===== config.mk =====
export PLATFORM = sky130hd
export DESIGN_NAME = zsr_recloser
export DESIGN_NICKNAME = d
export VERILOG_FILES = /design/src/design/zsr_pkg.sv /design/src/design/zsr_recloser.sv /design/src/design/zsr_delay_timer.sv /design/src/design/zsr_op_log.sv
export SDC_FILE = /design/constraint.sdc
export NUM_CORES = 1
export LEC_CHECK = 0
export ABC_CLOCK_PERIOD_IN_PS = 5710
export BUFFER_PORTS_ARGS = -buffer_cell sky130_fd_sc_hd__buf_2
export CORE_ASPECT_RATIO = 0.7
export CORE_MARGIN = 4
export CORE_UTILIZATION = 58
export CTS_BUF_LIST = sky130_fd_sc_hd__clkbuf_8
export DETAILED_ROUTE_END_ITERATION = 8
export PLACE_DENSITY_LB_ADDON = 0.1
export REMOVE_ABC_BUFFERS = 1
export SYNTH_ARGS = -nofsm -noshare
export SYNTH_HDL_FRONTEND = slang
export SYNTH_SLANG_ARGS = --single-unit
export TNS_END_PERCENT = 1

===== constraint.sdc =====
create_clock -name SYS_CLK -period 5.71 [get_ports SYS_CLK]
set_input_delay 0.2855 -clock SYS_CLK [delete_from_list [all_inputs] [get_ports SYS_CLK]]
set_output_delay 0.2855 -clock SYS_CLK [all_outputs]
set_load 0.01 [all_outputs]

===== src/design/zsr_pkg.sv =====
// Package of the zero sequence recloser: register map, reset values, timing and types.
// Assumes a 25 MHz system clock and a 32-bit APB register port.
`default_nettype none
package zsr_pkg;
    localparam int unsigned CLK_HZ = 25_000_000;
    localparam int unsigned STEP_TIME_US = 5000;
    localparam int unsigned STEP_CYCLES = CLK_HZ / 1_000_000 * STEP_TIME_US;
    localparam int unsigned MS_TIME_US = 1000;
    localparam int unsigned MS_CYCLES = CLK_HZ / 1_000_000 * MS_TIME_US;
    localparam int unsigned DELAY_W = 19;
    localparam int unsigned NUM_GROUPS = 8;
    localparam int unsigned NUM_EVT = 5;
    localparam int unsigned LOG_DEPTH = 12;
    localparam logic [7:0] OFS_CONFIG = 8'h00;
    localparam logic [7:0] OFS_STATUS = 8'h04;
    localparam logic [7:0] OFS_LOG_SEL = 8'h08;
    localparam logic [7:0] OFS_LOG_STAMP = 8'h0C;
    localparam logic [7:0] OFS_LOG_INFO = 8'h10;
    localparam logic [7:0] OFS_TIME = 8'h14;
    localparam logic [7:0] OFS_DELAY0 = 8'h20;
    localparam int unsigned CFG_MODE_LSB = 0;
    localparam int unsigned CFG_GROUP_LSB = 4;
    localparam int unsigned CFG_MASK_LSB = 16;
    localparam logic [9:0] MASK_RESET = 10'h3FF;
    localparam logic [DELAY_W-1:0] DELAY_RESET = 19'h000C8;
    typedef enum logic [2:0] {
        COND_NORMAL = 3'h0,
        COND_REQUESTED = 3'h1,
        COND_BLOCKED = 3'h2,
        COND_ACTIVE = 3'h3,
        COND_CLOSE_CMD = 3'h4,
        COND_CLOSED_OV_BLK = 3'h5
    } zsr_cond_type;
    typedef enum logic [2:0] {
        MODE_ON = 3'h0,
        MODE_BLOCKED = 3'h1,
        MODE_TEST = 3'h2,
        MODE_TEST_BLOCKED = 3'h3,
        MODE_OFF = 3'h4
    } zsr_mode_type;
    typedef struct packed {
        logic [31:0] stamp;
        logic is_close;
        logic [2:0] group;
        logic [DELAY_W-1:0] remain;
        logic been_active;
    } zsr_log_entry_type;
    typedef struct packed {
        logic valid;
        logic [2:0] code;
        logic is_on;
        logic [31:0] stamp;
    } zsr_event_type;
endpackage
`default_nettype wire


===== src/design/zsr_recloser.sv =====
// Zero sequence recloser control with APB registers, event output and operation log.
// Assumes all inputs synchronous to SYS_CLK and the protection wired as its partner expects.
//
// Overview of operation
// (RL1) Enable low: assert disabled output and never command a breaker close.
// (RL2) A neutral overvoltage trip asserts the active output until the fault clears.
// (RL3) Close command only after a trip and after the full reclose delay.
// (RL4) After reclosing, hold the overvoltage-block output until the fault clears.
// (RL5) Protection block input is driven by our block output and breaker-open status.
// (RL6) Trip and blocked inputs come from the protection's trip and blocked signals.
// (RL7) Persisting fault raises protection blocked; our block output follows it.
// (RL8) After reclosing, protection and recloser stay blocked until the fault clears.
// (RL9) Report condition: normal, requested, blocked, active, close issued, closed blocked.
// (RL10) Report logical node mode: on, blocked, test, test-and-blocked, off.
// (RL11) Emit time-stamped on/off events for request, blocked, active, close, blocking.
// (RL12) Per event, configuration picks whether on, off or both transitions are stored.
// (RL13) Keep a circular log of the twelve most recent time-stamped entries.
// (RL14) Log only on the on transition of the close and blocked events.
// (RL15) Entry holds ms time stamp, event, setting group, time before close, been active.
// (RL16) Delay set in 5 ms steps; blocked input must stay active throughout.
// (RL17) Blocked input starts the countdown; the close follows when the delay passes.
// (RL18) Operating delay taken from one of eight setting groups, changeable while running.
// (RL19) Fault cleared when trip and blocked are both low; release outputs, go normal.
// (RL20) Blocked input dropping early abandons the countdown and reloads the timer.
//
// The APB register port and the placing of the registers were left to the implementer.
`default_nettype none
module zsr_recloser #(
    parameter int unsigned STEP_CYCLES = zsr_pkg::STEP_CYCLES,
    parameter int unsigned MS_CYCLES = zsr_pkg::MS_CYCLES
) (
    input wire logic SYS_CLK,
    input wire logic SRST,
    input wire logic PSEL,
    input wire logic PENABLE,
    input wire logic PWRITE,
    input wire logic [7:0] PADDR,
    input wire logic [31:0] PWDATA,
    output logic [31:0] PRDATA,
    output logic PREADY,
    output logic PSLVERR,
    input wire logic ENABLE_IN,
    input wire logic NEUTRAL_OV_TRIP,
    input wire logic NEUTRAL_OV_BLOCKED_IND,
    output logic RECLOSER_DISABLED_OUT,
    output logic RECLOSER_ACTIVE_OUT,
    output logic BREAKER_CLOSE_CMD,
    output logic NEUTRAL_OV_BLOCK_OUT,
    output zsr_pkg::zsr_event_type EVENT_OUT
);
    zsr_pkg::zsr_cond_type state_reg, state_next;
    zsr_pkg::zsr_mode_type mode_reg;
    zsr_pkg::zsr_log_entry_type log_wr_data, log_rd_data;
    zsr_pkg::zsr_event_type evt_reg, evt_next;
    logic [2:0] group_reg;
    logic [9:0] mask_reg;
    logic [3:0] log_sel_reg;
    logic [zsr_pkg::DELAY_W-1:0] delay_reg [zsr_pkg::NUM_GROUPS];
    logic [zsr_pkg::DELAY_W-1:0] tmr_remain;
    logic tmr_run, tmr_expired, dis, log_wr, been_active_reg;
    logic [3:0] log_count, slot;
    logic [14:0] ms_pre_reg;
    logic [31:0] stamp_reg;
    logic [4:0] lvl, lvl_prev_reg;
    logic [9:0] pend_reg, pend_next, new_evt;
    logic [31:0] prdata_reg, rdata;
    logic pready_reg, pslverr_reg, apb_wr;
    logic dis_reg, act_reg, close_reg, ovblk_reg;

    // Mapped register check, shared by read and write paths
    function automatic logic reg_hit(input logic [7:0] a);
        reg_hit = a == zsr_pkg::OFS_CONFIG || a == zsr_pkg::OFS_STATUS ||
            a == zsr_pkg::OFS_LOG_SEL || a == zsr_pkg::OFS_LOG_STAMP ||
            a == zsr_pkg::OFS_LOG_INFO || a == zsr_pkg::OFS_TIME ||
            (a[7:5] == zsr_pkg::OFS_DELAY0[7:5] && a[1:0] == 2'h0);
    endfunction

    // Lowest pending event slot; even slots are on, odd slots off
    function automatic logic [3:0] first_set(input logic [9:0] v);
        first_set = 4'hF;
        for (int i = 9; i >= 0; i--) begin
            if (v[i]) begin
                first_set = 4'(i);
            end
        end
    endfunction

    // Mode blocked, test-blocked and off disable the function like a low enable
    assign dis = !ENABLE_IN || mode_reg == zsr_pkg::MODE_BLOCKED || // RL1 RL10
        mode_reg == zsr_pkg::MODE_TEST_BLOCKED || mode_reg == zsr_pkg::MODE_OFF;

    always_comb begin
        state_next = state_reg;
        case (state_reg)
            zsr_pkg::COND_NORMAL: begin
                if (NEUTRAL_OV_TRIP) begin
                    state_next = zsr_pkg::COND_ACTIVE; // RL2 RL6
                end
            end
            zsr_pkg::COND_ACTIVE: begin
                if (NEUTRAL_OV_BLOCKED_IND) begin
                    state_next = zsr_pkg::COND_REQUESTED; // RL7 RL17
                end else if (!NEUTRAL_OV_TRIP) begin
                    state_next = zsr_pkg::COND_NORMAL; // RL19
                end
            end
            zsr_pkg::COND_REQUESTED: begin
                if (!NEUTRAL_OV_BLOCKED_IND) begin
                    state_next = NEUTRAL_OV_TRIP ? zsr_pkg::COND_ACTIVE : // RL20
                        zsr_pkg::COND_NORMAL;
                end else if (tmr_expired) begin
                    state_next = zsr_pkg::COND_CLOSE_CMD; // RL3 RL16
                end
            end
            zsr_pkg::COND_CLOSE_CMD: begin
                state_next = zsr_pkg::COND_CLOSED_OV_BLK; // RL4
            end
            zsr_pkg::COND_CLOSED_OV_BLK: begin
                if (!NEUTRAL_OV_TRIP && !NEUTRAL_OV_BLOCKED_IND) begin
                    state_next = zsr_pkg::COND_NORMAL; // RL8 RL19
                end
            end
            zsr_pkg::COND_BLOCKED: begin
                state_next = zsr_pkg::COND_NORMAL;
            end
            default: begin
                state_next = zsr_pkg::COND_NORMAL;
            end
        endcase
        if (dis) begin
            state_next = zsr_pkg::COND_BLOCKED; // RL1
        end
    end

    always_ff @(posedge SYS_CLK) begin
        if (SRST) begin
            state_reg <= zsr_pkg::COND_NORMAL;
        end else begin
            state_reg <= state_next; // RL9
        end
    end

    // Outputs are registered from the next state so they line up with the condition
    always_ff @(posedge SYS_CLK) begin
        if (SRST) begin
            dis_reg <= 1'b0;
            act_reg <= 1'b0;
            close_reg <= 1'b0;
            ovblk_reg <= 1'b0;
        end else begin
            dis_reg <= state_next == zsr_pkg::COND_BLOCKED; // RL1
            act_reg <= state_next == zsr_pkg::COND_ACTIVE || // RL2
                state_next == zsr_pkg::COND_REQUESTED ||
                state_next == zsr_pkg::COND_CLOSE_CMD ||
                state_next == zsr_pkg::COND_CLOSED_OV_BLK;
            close_reg <= state_next == zsr_pkg::COND_CLOSE_CMD; // RL3
            ovblk_reg <= state_next == zsr_pkg::COND_REQUESTED || // RL4 RL5 RL7 RL8
                state_next == zsr_pkg::COND_CLOSE_CMD ||
                state_next == zsr_pkg::COND_CLOSED_OV_BLK;
        end
    end

    assign RECLOSER_DISABLED_OUT = dis_reg;
    assign RECLOSER_ACTIVE_OUT = act_reg;
    assign BREAKER_CLOSE_CMD = close_reg;
    assign NEUTRAL_OV_BLOCK_OUT = ovblk_reg;

    // Countdown runs only while requested and the blocked indication holds
    assign tmr_run = state_reg == zsr_pkg::COND_REQUESTED && NEUTRAL_OV_BLOCKED_IND; // RL16 RL20

    zsr_delay_timer #(
        .STEP_CYCLES(STEP_CYCLES)
    ) u_timer (
        .clk(SYS_CLK),
        .rst(SRST),
        .run(tmr_run),
        .load_steps(delay_reg[group_reg]), // RL18
        .remain(tmr_remain),
        .expired(tmr_expired)
    );

    // Millisecond time base for stamps
    always_ff @(posedge SYS_CLK) begin
        if (SRST) begin
            ms_pre_reg <= 15'h0000;
            stamp_reg <= 32'h00000000;
        end else if (ms_pre_reg == 15'(MS_CYCLES - 1)) begin
            ms_pre_reg <= 15'h0000;
            stamp_reg <= stamp_reg + 32'h00000001;
        end else begin
            ms_pre_reg <= ms_pre_reg + 15'h0001;
        end
    end

    // Event levels: request, blocked, active, close, overvoltage blocking
    assign lvl = {ovblk_reg, close_reg, act_reg, dis_reg,
        state_reg == zsr_pkg::COND_REQUESTED};

    generate
        for (genvar i = 0; i < zsr_pkg::NUM_EVT; i++) begin : g_evt
            assign new_evt[2*i] = lvl[i] && !lvl_prev_reg[i] && mask_reg[2*i]; // RL11 RL12
            assign new_evt[2*i+1] = !lvl[i] && lvl_prev_reg[i] && mask_reg[2*i+1]; // RL12
        end
    endgenerate

    // New events win over the slot being served, so none is lost
    always_comb begin
        pend_next = pend_reg;
        evt_next = '{valid: 1'b0, code: 3'h0, is_on: 1'b0, stamp: stamp_reg};
        slot = first_set(pend_reg);
        if (slot != 4'hF) begin
            evt_next.valid = 1'b1;
            evt_next.code = slot[3:1];
            evt_next.is_on = !slot[0];
            pend_next[slot] = 1'b0;
        end
        pend_next = pend_next | new_evt; // RL11
    end

    always_ff @(posedge SYS_CLK) begin
        if (SRST) begin
            lvl_prev_reg <= 5'h00;
            pend_reg <= 10'h000;
            evt_reg <= '0;
        end else begin
            lvl_prev_reg <= lvl;
            pend_reg <= pend_next;
            evt_reg <= evt_next;
        end
    end

    assign EVENT_OUT = evt_reg;

    // Log writes ignore the event mask; they track the close and blocked on edges
    assign log_wr = (close_reg && !lvl_prev_reg[3]) || (dis_reg && !lvl_prev_reg[1]); // RL14
    assign log_wr_data = '{stamp: stamp_reg, is_close: close_reg, group: group_reg, // RL15
        remain: tmr_remain, been_active: been_active_reg || act_reg};

    always_ff @(posedge SYS_CLK) begin
        if (SRST || log_wr) begin
            been_active_reg <= 1'b0;
        end else if (act_reg) begin
            been_active_reg <= 1'b1;
        end
    end

    zsr_op_log u_log (
        .clk(SYS_CLK),
        .rst(SRST),
        .wr_en(log_wr), // RL13
        .wr_data(log_wr_data),
        .rd_idx(log_sel_reg),
        .rd_data(log_rd_data),
        .count(log_count)
    );

    // APB: one wait state; writes land on the edge that samples PREADY high
    assign apb_wr = PSEL && PENABLE && pready_reg && PWRITE && reg_hit(PADDR);

    always_ff @(posedge SYS_CLK) begin
        if (SRST) begin
            mode_reg <= zsr_pkg::MODE_ON;
            group_reg <= 3'h0;
            mask_reg <= zsr_pkg::MASK_RESET;
            log_sel_reg <= 4'h0;
        end else if (apb_wr && PADDR == zsr_pkg::OFS_CONFIG) begin
            mode_reg <= (PWDATA[zsr_pkg::CFG_MODE_LSB+:3] > 3'h4) ? zsr_pkg::MODE_OFF :
                zsr_pkg::zsr_mode_type'(PWDATA[zsr_pkg::CFG_MODE_LSB+:3]); // RL10
            group_reg <= PWDATA[zsr_pkg::CFG_GROUP_LSB+:3]; // RL18
            mask_reg <= PWDATA[zsr_pkg::CFG_MASK_LSB+:10]; // RL12
        end else if (apb_wr && PADDR == zsr_pkg::OFS_LOG_SEL) begin
            log_sel_reg <= PWDATA[3:0];
        end
    end

    generate
        for (genvar g = 0; g < zsr_pkg::NUM_GROUPS; g++) begin : g_delay
            always_ff @(posedge SYS_CLK) begin
                if (SRST) begin
                    delay_reg[g] <= zsr_pkg::DELAY_RESET;
                end else if (apb_wr && PADDR == zsr_pkg::OFS_DELAY0 + 8'(4 * g)) begin
                    delay_reg[g] <= PWDATA[zsr_pkg::DELAY_W-1:0]; // RL16 RL18
                end
            end
        end
    endgenerate

    always_comb begin
        rdata = 32'h00000000;
        case (PADDR)
            zsr_pkg::OFS_CONFIG: rdata = {6'h00, mask_reg, 9'h000, group_reg, 1'b0, mode_reg};
            zsr_pkg::OFS_STATUS: rdata = {16'h0000, log_count, close_reg, ovblk_reg,
                act_reg, dis_reg, 1'b0, mode_reg, 1'b0, state_reg}; // RL9 RL10
            zsr_pkg::OFS_LOG_SEL: rdata = {28'h0000000, log_sel_reg};
            zsr_pkg::OFS_LOG_STAMP: rdata = log_rd_data.stamp;
            zsr_pkg::OFS_LOG_INFO: rdata = {8'h00, log_rd_data.been_active, log_rd_data.is_close,
                log_rd_data.group, log_rd_data.remain};
            zsr_pkg::OFS_TIME: rdata = stamp_reg;
            default: begin
                if (reg_hit(PADDR)) begin
                    rdata = {13'h0000, delay_reg[PADDR[4:2]]};
                end
            end
        endcase
    end

    always_ff @(posedge SYS_CLK) begin
        if (SRST) begin
            pready_reg <= 1'b0;
            pslverr_reg <= 1'b0;
            prdata_reg <= 32'h00000000;
        end else begin
            pready_reg <= PSEL && PENABLE && !pready_reg;
            pslverr_reg <= PSEL && PENABLE && !pready_reg && !reg_hit(PADDR);
            if (PSEL && PENABLE && !pready_reg && !PWRITE) begin
                prdata_reg <= rdata;
            end
        end
    end

    assign PREADY = pready_reg;
    assign PSLVERR = pslverr_reg;
    assign PRDATA = prdata_reg;

    // Helper: consecutive cycles of a running countdown
    logic [31:0] run_cnt_reg;
    always_ff @(posedge SYS_CLK) begin
        if (SRST || !tmr_run) begin
            run_cnt_reg <= 32'h00000000;
        end else begin
            run_cnt_reg <= run_cnt_reg + 32'h00000001;
        end
    end
endmodule
`default_nettype wire


===== src/design/zsr_delay_timer.sv =====
// Reclose delay countdown in 5 ms steps.
// Assumes run stays high for the whole countdown; dropping it reloads the delay.
`default_nettype none
module zsr_delay_timer #(
    parameter int unsigned STEP_CYCLES = zsr_pkg::STEP_CYCLES
) (
    input wire logic clk,
    input wire logic rst,
    input wire logic run,
    input wire logic [zsr_pkg::DELAY_W-1:0] load_steps,
    output logic [zsr_pkg::DELAY_W-1:0] remain,
    output logic expired
);
    logic [17:0] pre_reg;
    logic [zsr_pkg::DELAY_W-1:0] remain_reg;

    // Prescaler restarts with every run so the delay is exact, not off by a step
    always_ff @(posedge clk) begin
        if (rst || !run || pre_reg == 18'(STEP_CYCLES - 1)) begin
            pre_reg <= 18'h00000;
        end else begin
            pre_reg <= pre_reg + 18'h00001;
        end
    end

    always_ff @(posedge clk) begin
        if (rst) begin
            remain_reg <= zsr_pkg::DELAY_RESET;
        end else if (!run) begin
            remain_reg <= load_steps;
        end else if (pre_reg == 18'(STEP_CYCLES - 1) && remain_reg != '0) begin
            remain_reg <= remain_reg - 19'h00001;
        end
    end

    assign remain = remain_reg;
    assign expired = run && remain_reg == '0;
endmodule
`default_nettype wire


===== src/design/zsr_op_log.sv =====
// Circular operation log of the last twelve entries, held in flip-flops.
// Read index 0 is the newest entry; older entries follow.
`default_nettype none
module zsr_op_log (
    input wire logic clk,
    input wire logic rst,
    input wire logic wr_en,
    input wire zsr_pkg::zsr_log_entry_type wr_data,
    input wire logic [3:0] rd_idx,
    output zsr_pkg::zsr_log_entry_type rd_data,
    output logic [3:0] count
);
    zsr_pkg::zsr_log_entry_type mem_reg [zsr_pkg::LOG_DEPTH];
    logic [3:0] wptr_reg;
    logic [3:0] cnt_reg;
    logic [4:0] pos;

    always_ff @(posedge clk) begin
        if (rst) begin
            wptr_reg <= 4'h0;
            cnt_reg <= 4'h0;
        end else if (wr_en) begin
            wptr_reg <= (wptr_reg == 4'(zsr_pkg::LOG_DEPTH - 1)) ? 4'h0 : wptr_reg + 4'h1;
            if (cnt_reg != 4'(zsr_pkg::LOG_DEPTH)) begin
                cnt_reg <= cnt_reg + 4'h1;
            end
        end
    end

    always_ff @(posedge clk) begin
        if (wr_en) begin
            mem_reg[wptr_reg] <= wr_data;
        end
    end

    // Newest is one behind the write pointer, wrapping at twelve
    always_comb begin
        pos = 5'(wptr_reg) + 5'(zsr_pkg::LOG_DEPTH) - 5'h01 - 5'(rd_idx);
        if (pos >= 5'(zsr_pkg::LOG_DEPTH)) begin
            pos = pos - 5'(zsr_pkg::LOG_DEPTH);
        end
        if (rd_idx < cnt_reg && pos < 5'(zsr_pkg::LOG_DEPTH)) begin
            rd_data = mem_reg[pos[3:0]];
        end else begin
            rd_data = '0;
        end
    end

    assign count = cnt_reg;
endmodule
`default_nettype wire


==> results.md <==
- Root Buffer: clkbuf_8
- DIE HEIGHT: 235.6 um
- Power Dens Cells: 314.5 mW/mm^2
- Top post-synthesis cells by area: edfxtp_1, mux4_2, dfxtp_1, and2_1, mux2i_1
- Crit Path Category: register to register
- Max Cap Violations: 0
- Fin. max-slew vios: 0
- Total gr overflow: 0
- Maximum clock rate: 0.1931 GHz
- Iteration-0 DRC Markers: 3,200
- Worst setup SP type: register
- Final TNS setup: 0 ns
- # setup viols final: 0
- Via Count: 26,609
- Crit-path max FO: 12
- Clock-pin slew on the worst setup and hold paths: 0.07 ns
- Hold_buf cts: 41
- Post-synthesis sequential area ratio: 0.6740
- Area share of the largest cell type after synthesis: 0.5765
- Gr usage total: 0.2882
- Warnings from Yosys: 0
- Drt first pass iters: 6
- Status: finished, final reports clean
- Tmin final: 5.179 ns
- Num CTS Buffers: 152
- Pin count of the biggest net entering global routing: 138
- CTS tree: done
- Largest register FFs: 672
- Area post-placement: 0.04465 mm^2
- Ys flop type: edfxtp_1
- Post-CTS Resized: 0
- Die Wd: 333.1 um
- Slew headroom: 0.1859
- Distinct cell type count after synthesis: 81
- H-tree depth: 4
- Starting Density: 0.5854
- Vias in the first global route: 26,369
- Share of cells above drive strength 1: 0.2054
- Fin crit share: 0.9069
- Post-DR vias/cell: 6.493
- Mapped Area: 0.04292 mm^2
- P&R area growth vs syn: 11.95%
- Finished Cell Area: 0.04805 mm^2
- Diodes inserted: 0
- DRC: 0
- Synthesis-stage register bit count: 1,033
- Routability cong.: 0.9018
- FP Rows: 83
- Top-count cell post-synth: edfxtp_1
- Top cell type by total area after synthesis: edfxtp_1
- Postcts setup bufs: 0
- CP required: 6.44 ns
- DRT antenna net count: 0
- RSZ-0062 raised after global routing: false
- Routed length per instance: 27.72 um
- Slew @ Worst Pin: 1.217 ns
- Final hold violation count: 0
- Mean Syn Cell Area: 15.41 um^2
- Pleak: 16.56 nW
- First-pass GRT wire length: 168,100 um
- Clk_lat worst skew: 0.81 ns
- Skew final: 0.02596 ns
- Number of synthesized flops with an enable pin: 824
- Critical Path Sink Type: register
- Asr flop ratio synth: 0
- Top cells by count, synth: edfxtp_1, dfxtp_1, mux4_2
- DP HPWL: 68,480 um
- HP Class: input pin to register
- TritonCTS Sinks: 1,033
- Full die area: 0.07848 mm^2
- Initial antenna violation count: 2
- Port Buf Inserts: 116
- Clk buf depth: 3
- Arrival time at the worst endpoint: 5.91 ns
- Detailed-route wire length: 113,600 um
- Core Box Area: 0.07332 mm^2
- Nets: 3,062
- Peak VDD IR: 226.6 uV
- I/O pins: 123
- Syn Inst Count: 2,785
[power breakdown]
part           total, mW  switching (mW)  leakage [nW]  internal, mW
combinational       1.06           0.601          5.46         0.454
sequential          8.22          0.0674          9.38          8.15
clock               5.84            2.84          1.72          3.00
[worst max-delay path, stage by stage (launching register included)]
cell      delay (ns)
dfxtp_1         0.40
inv_1           0.07
ha_1            0.32
ha_4            0.15
inv_1           0.06
fa_1            0.87
inv_1           0.14
ha_1            0.25
nor3b_2         0.21
or4_4           0.47
a21oi_2         0.48
or2_1           0.63
nand4b_1        0.56
o221ai_1        0.37
a21o_1          0.14
[through the flow]
| step | power (mW) | setup slack [ns] | utilization | cells | hold slack (ns) |
|---|---|---|---|---|---|
| CTS | 15.19 | 0.6792 | 0.6553 | 4098 | 0.1195 |
| global route | 15.62 | 0.3499 | 0.6553 | 4098 | 0.2084 |
| global placement | 9.378 | 0.9449 | 0.6090 | 3773 | 0.4252 |
| finish | 15.11 | 0.5313 | 0.6553 | 4098 | 0.2169 |
| floorplan | 9.111 | -2.396 | - | 2622 | 0.3522 |
| detailed placement | 9.403 | 0.6657 | 0.6090 | 3773 | 0.4342 |
[final cells by class]
cell class / instances / area [um^2]
Sequential cell: 1033 / 28930
Fill cell: 5241 / 25270
Multi-Input combinational cell: 1559 / 13340
Clock buffer: 176 / 2422
Timing Repair Buffer: 215 / 1458
Tap cell: 977 / 1222
Clock inverter: 108 / 565.5
Inverter: 30 / 112.6
[layer usage]
layer | share of wire | up-vias | wire [um] | track usage
li1 | - | 11382 | - | -
met1 | 0.42 | 13529 | 47180 | 0.4261
met2 | 0.45 | 1480 | 51580 | 0.4338
met3 | 0.10 | 218 | 11580 | 0.05794
met4 | 0.029 | 0 | 3259 | 0.09818
met5 | 0 | - | 0 | 0
[cell usage in the layout (no fill, tap or decap), types with 9 or more instances in the layout]
master | synthesis | layout
a21o_1 | 23 | 23
clkbuf_8 | 0 | 176
buf_2 | 22 | 115
nand3_1 | 43 | 43
o22a_1 | 19 | 19
o221ai_1 | 33 | 33
buf_4 | 2 | 56
nand4_1 | 16 | 16
inv_1 | 29 | 80
o21a_1 | 9 | 9
nor2b_1 | 44 | 44
nand2_1 | 154 | 154
nor3_1 | 24 | 21
o21ai_1 | 16 | 16
clkinv_2 | 0 | 18
a21oi_1 | 120 | 120
xnor2_1 | 21 | 21
nor2_1 | 140 | 134
nand3b_1 | 20 | 20
and3_1 | 21 | 12
or3_1 | 40 | 40
mux2i_1 | 78 | 78
a22oi_1 | 97 | 97
xor2_1 | 31 | 31
dlygate4sd3_1 | 0 | 41
a211oi_1 | 14 | 14
edfxtp_1 | 824 | 824
mux4_2 | 197 | 197
o21ai_0 | 52 | 52
and2_1 | 138 | 138
a221oi_1 | 9 | 9
a31oi_1 | 13 | 13
dfxtp_1 | 209 | 208
ha_1 | 22 | 20
o22ai_1 | 30 | 30
clkinv_1 | 1 | 29
a22o_1 | 13 | 13
[path summary, 6_finish.rpt]
path	slack [ns]	startpoint	depth (start not counted)	end
hold / removal	0.22	PADDR[7]	6	PRDATA[1]
setup reg to reg	0.53	log_sel_reg[1]	14	PRDATA[31]
setup / recovery	0.53	log_sel_reg[1]	14	PRDATA[31]
hold reg to reg	0.44	u_timer.pre_reg[0]	1	u_timer.pre_reg[0]
[kinds of logic after synthesis]
family | share of synthesized area
compound gates | 0.07828
xor+xnor | 0.01061
fa+ha+maj | 0.006880
buf+inv | 0.01857
flops | 0.6740
mux | 0.1245
simple gates | 0.08720
(Power assumes the default switching activity.)
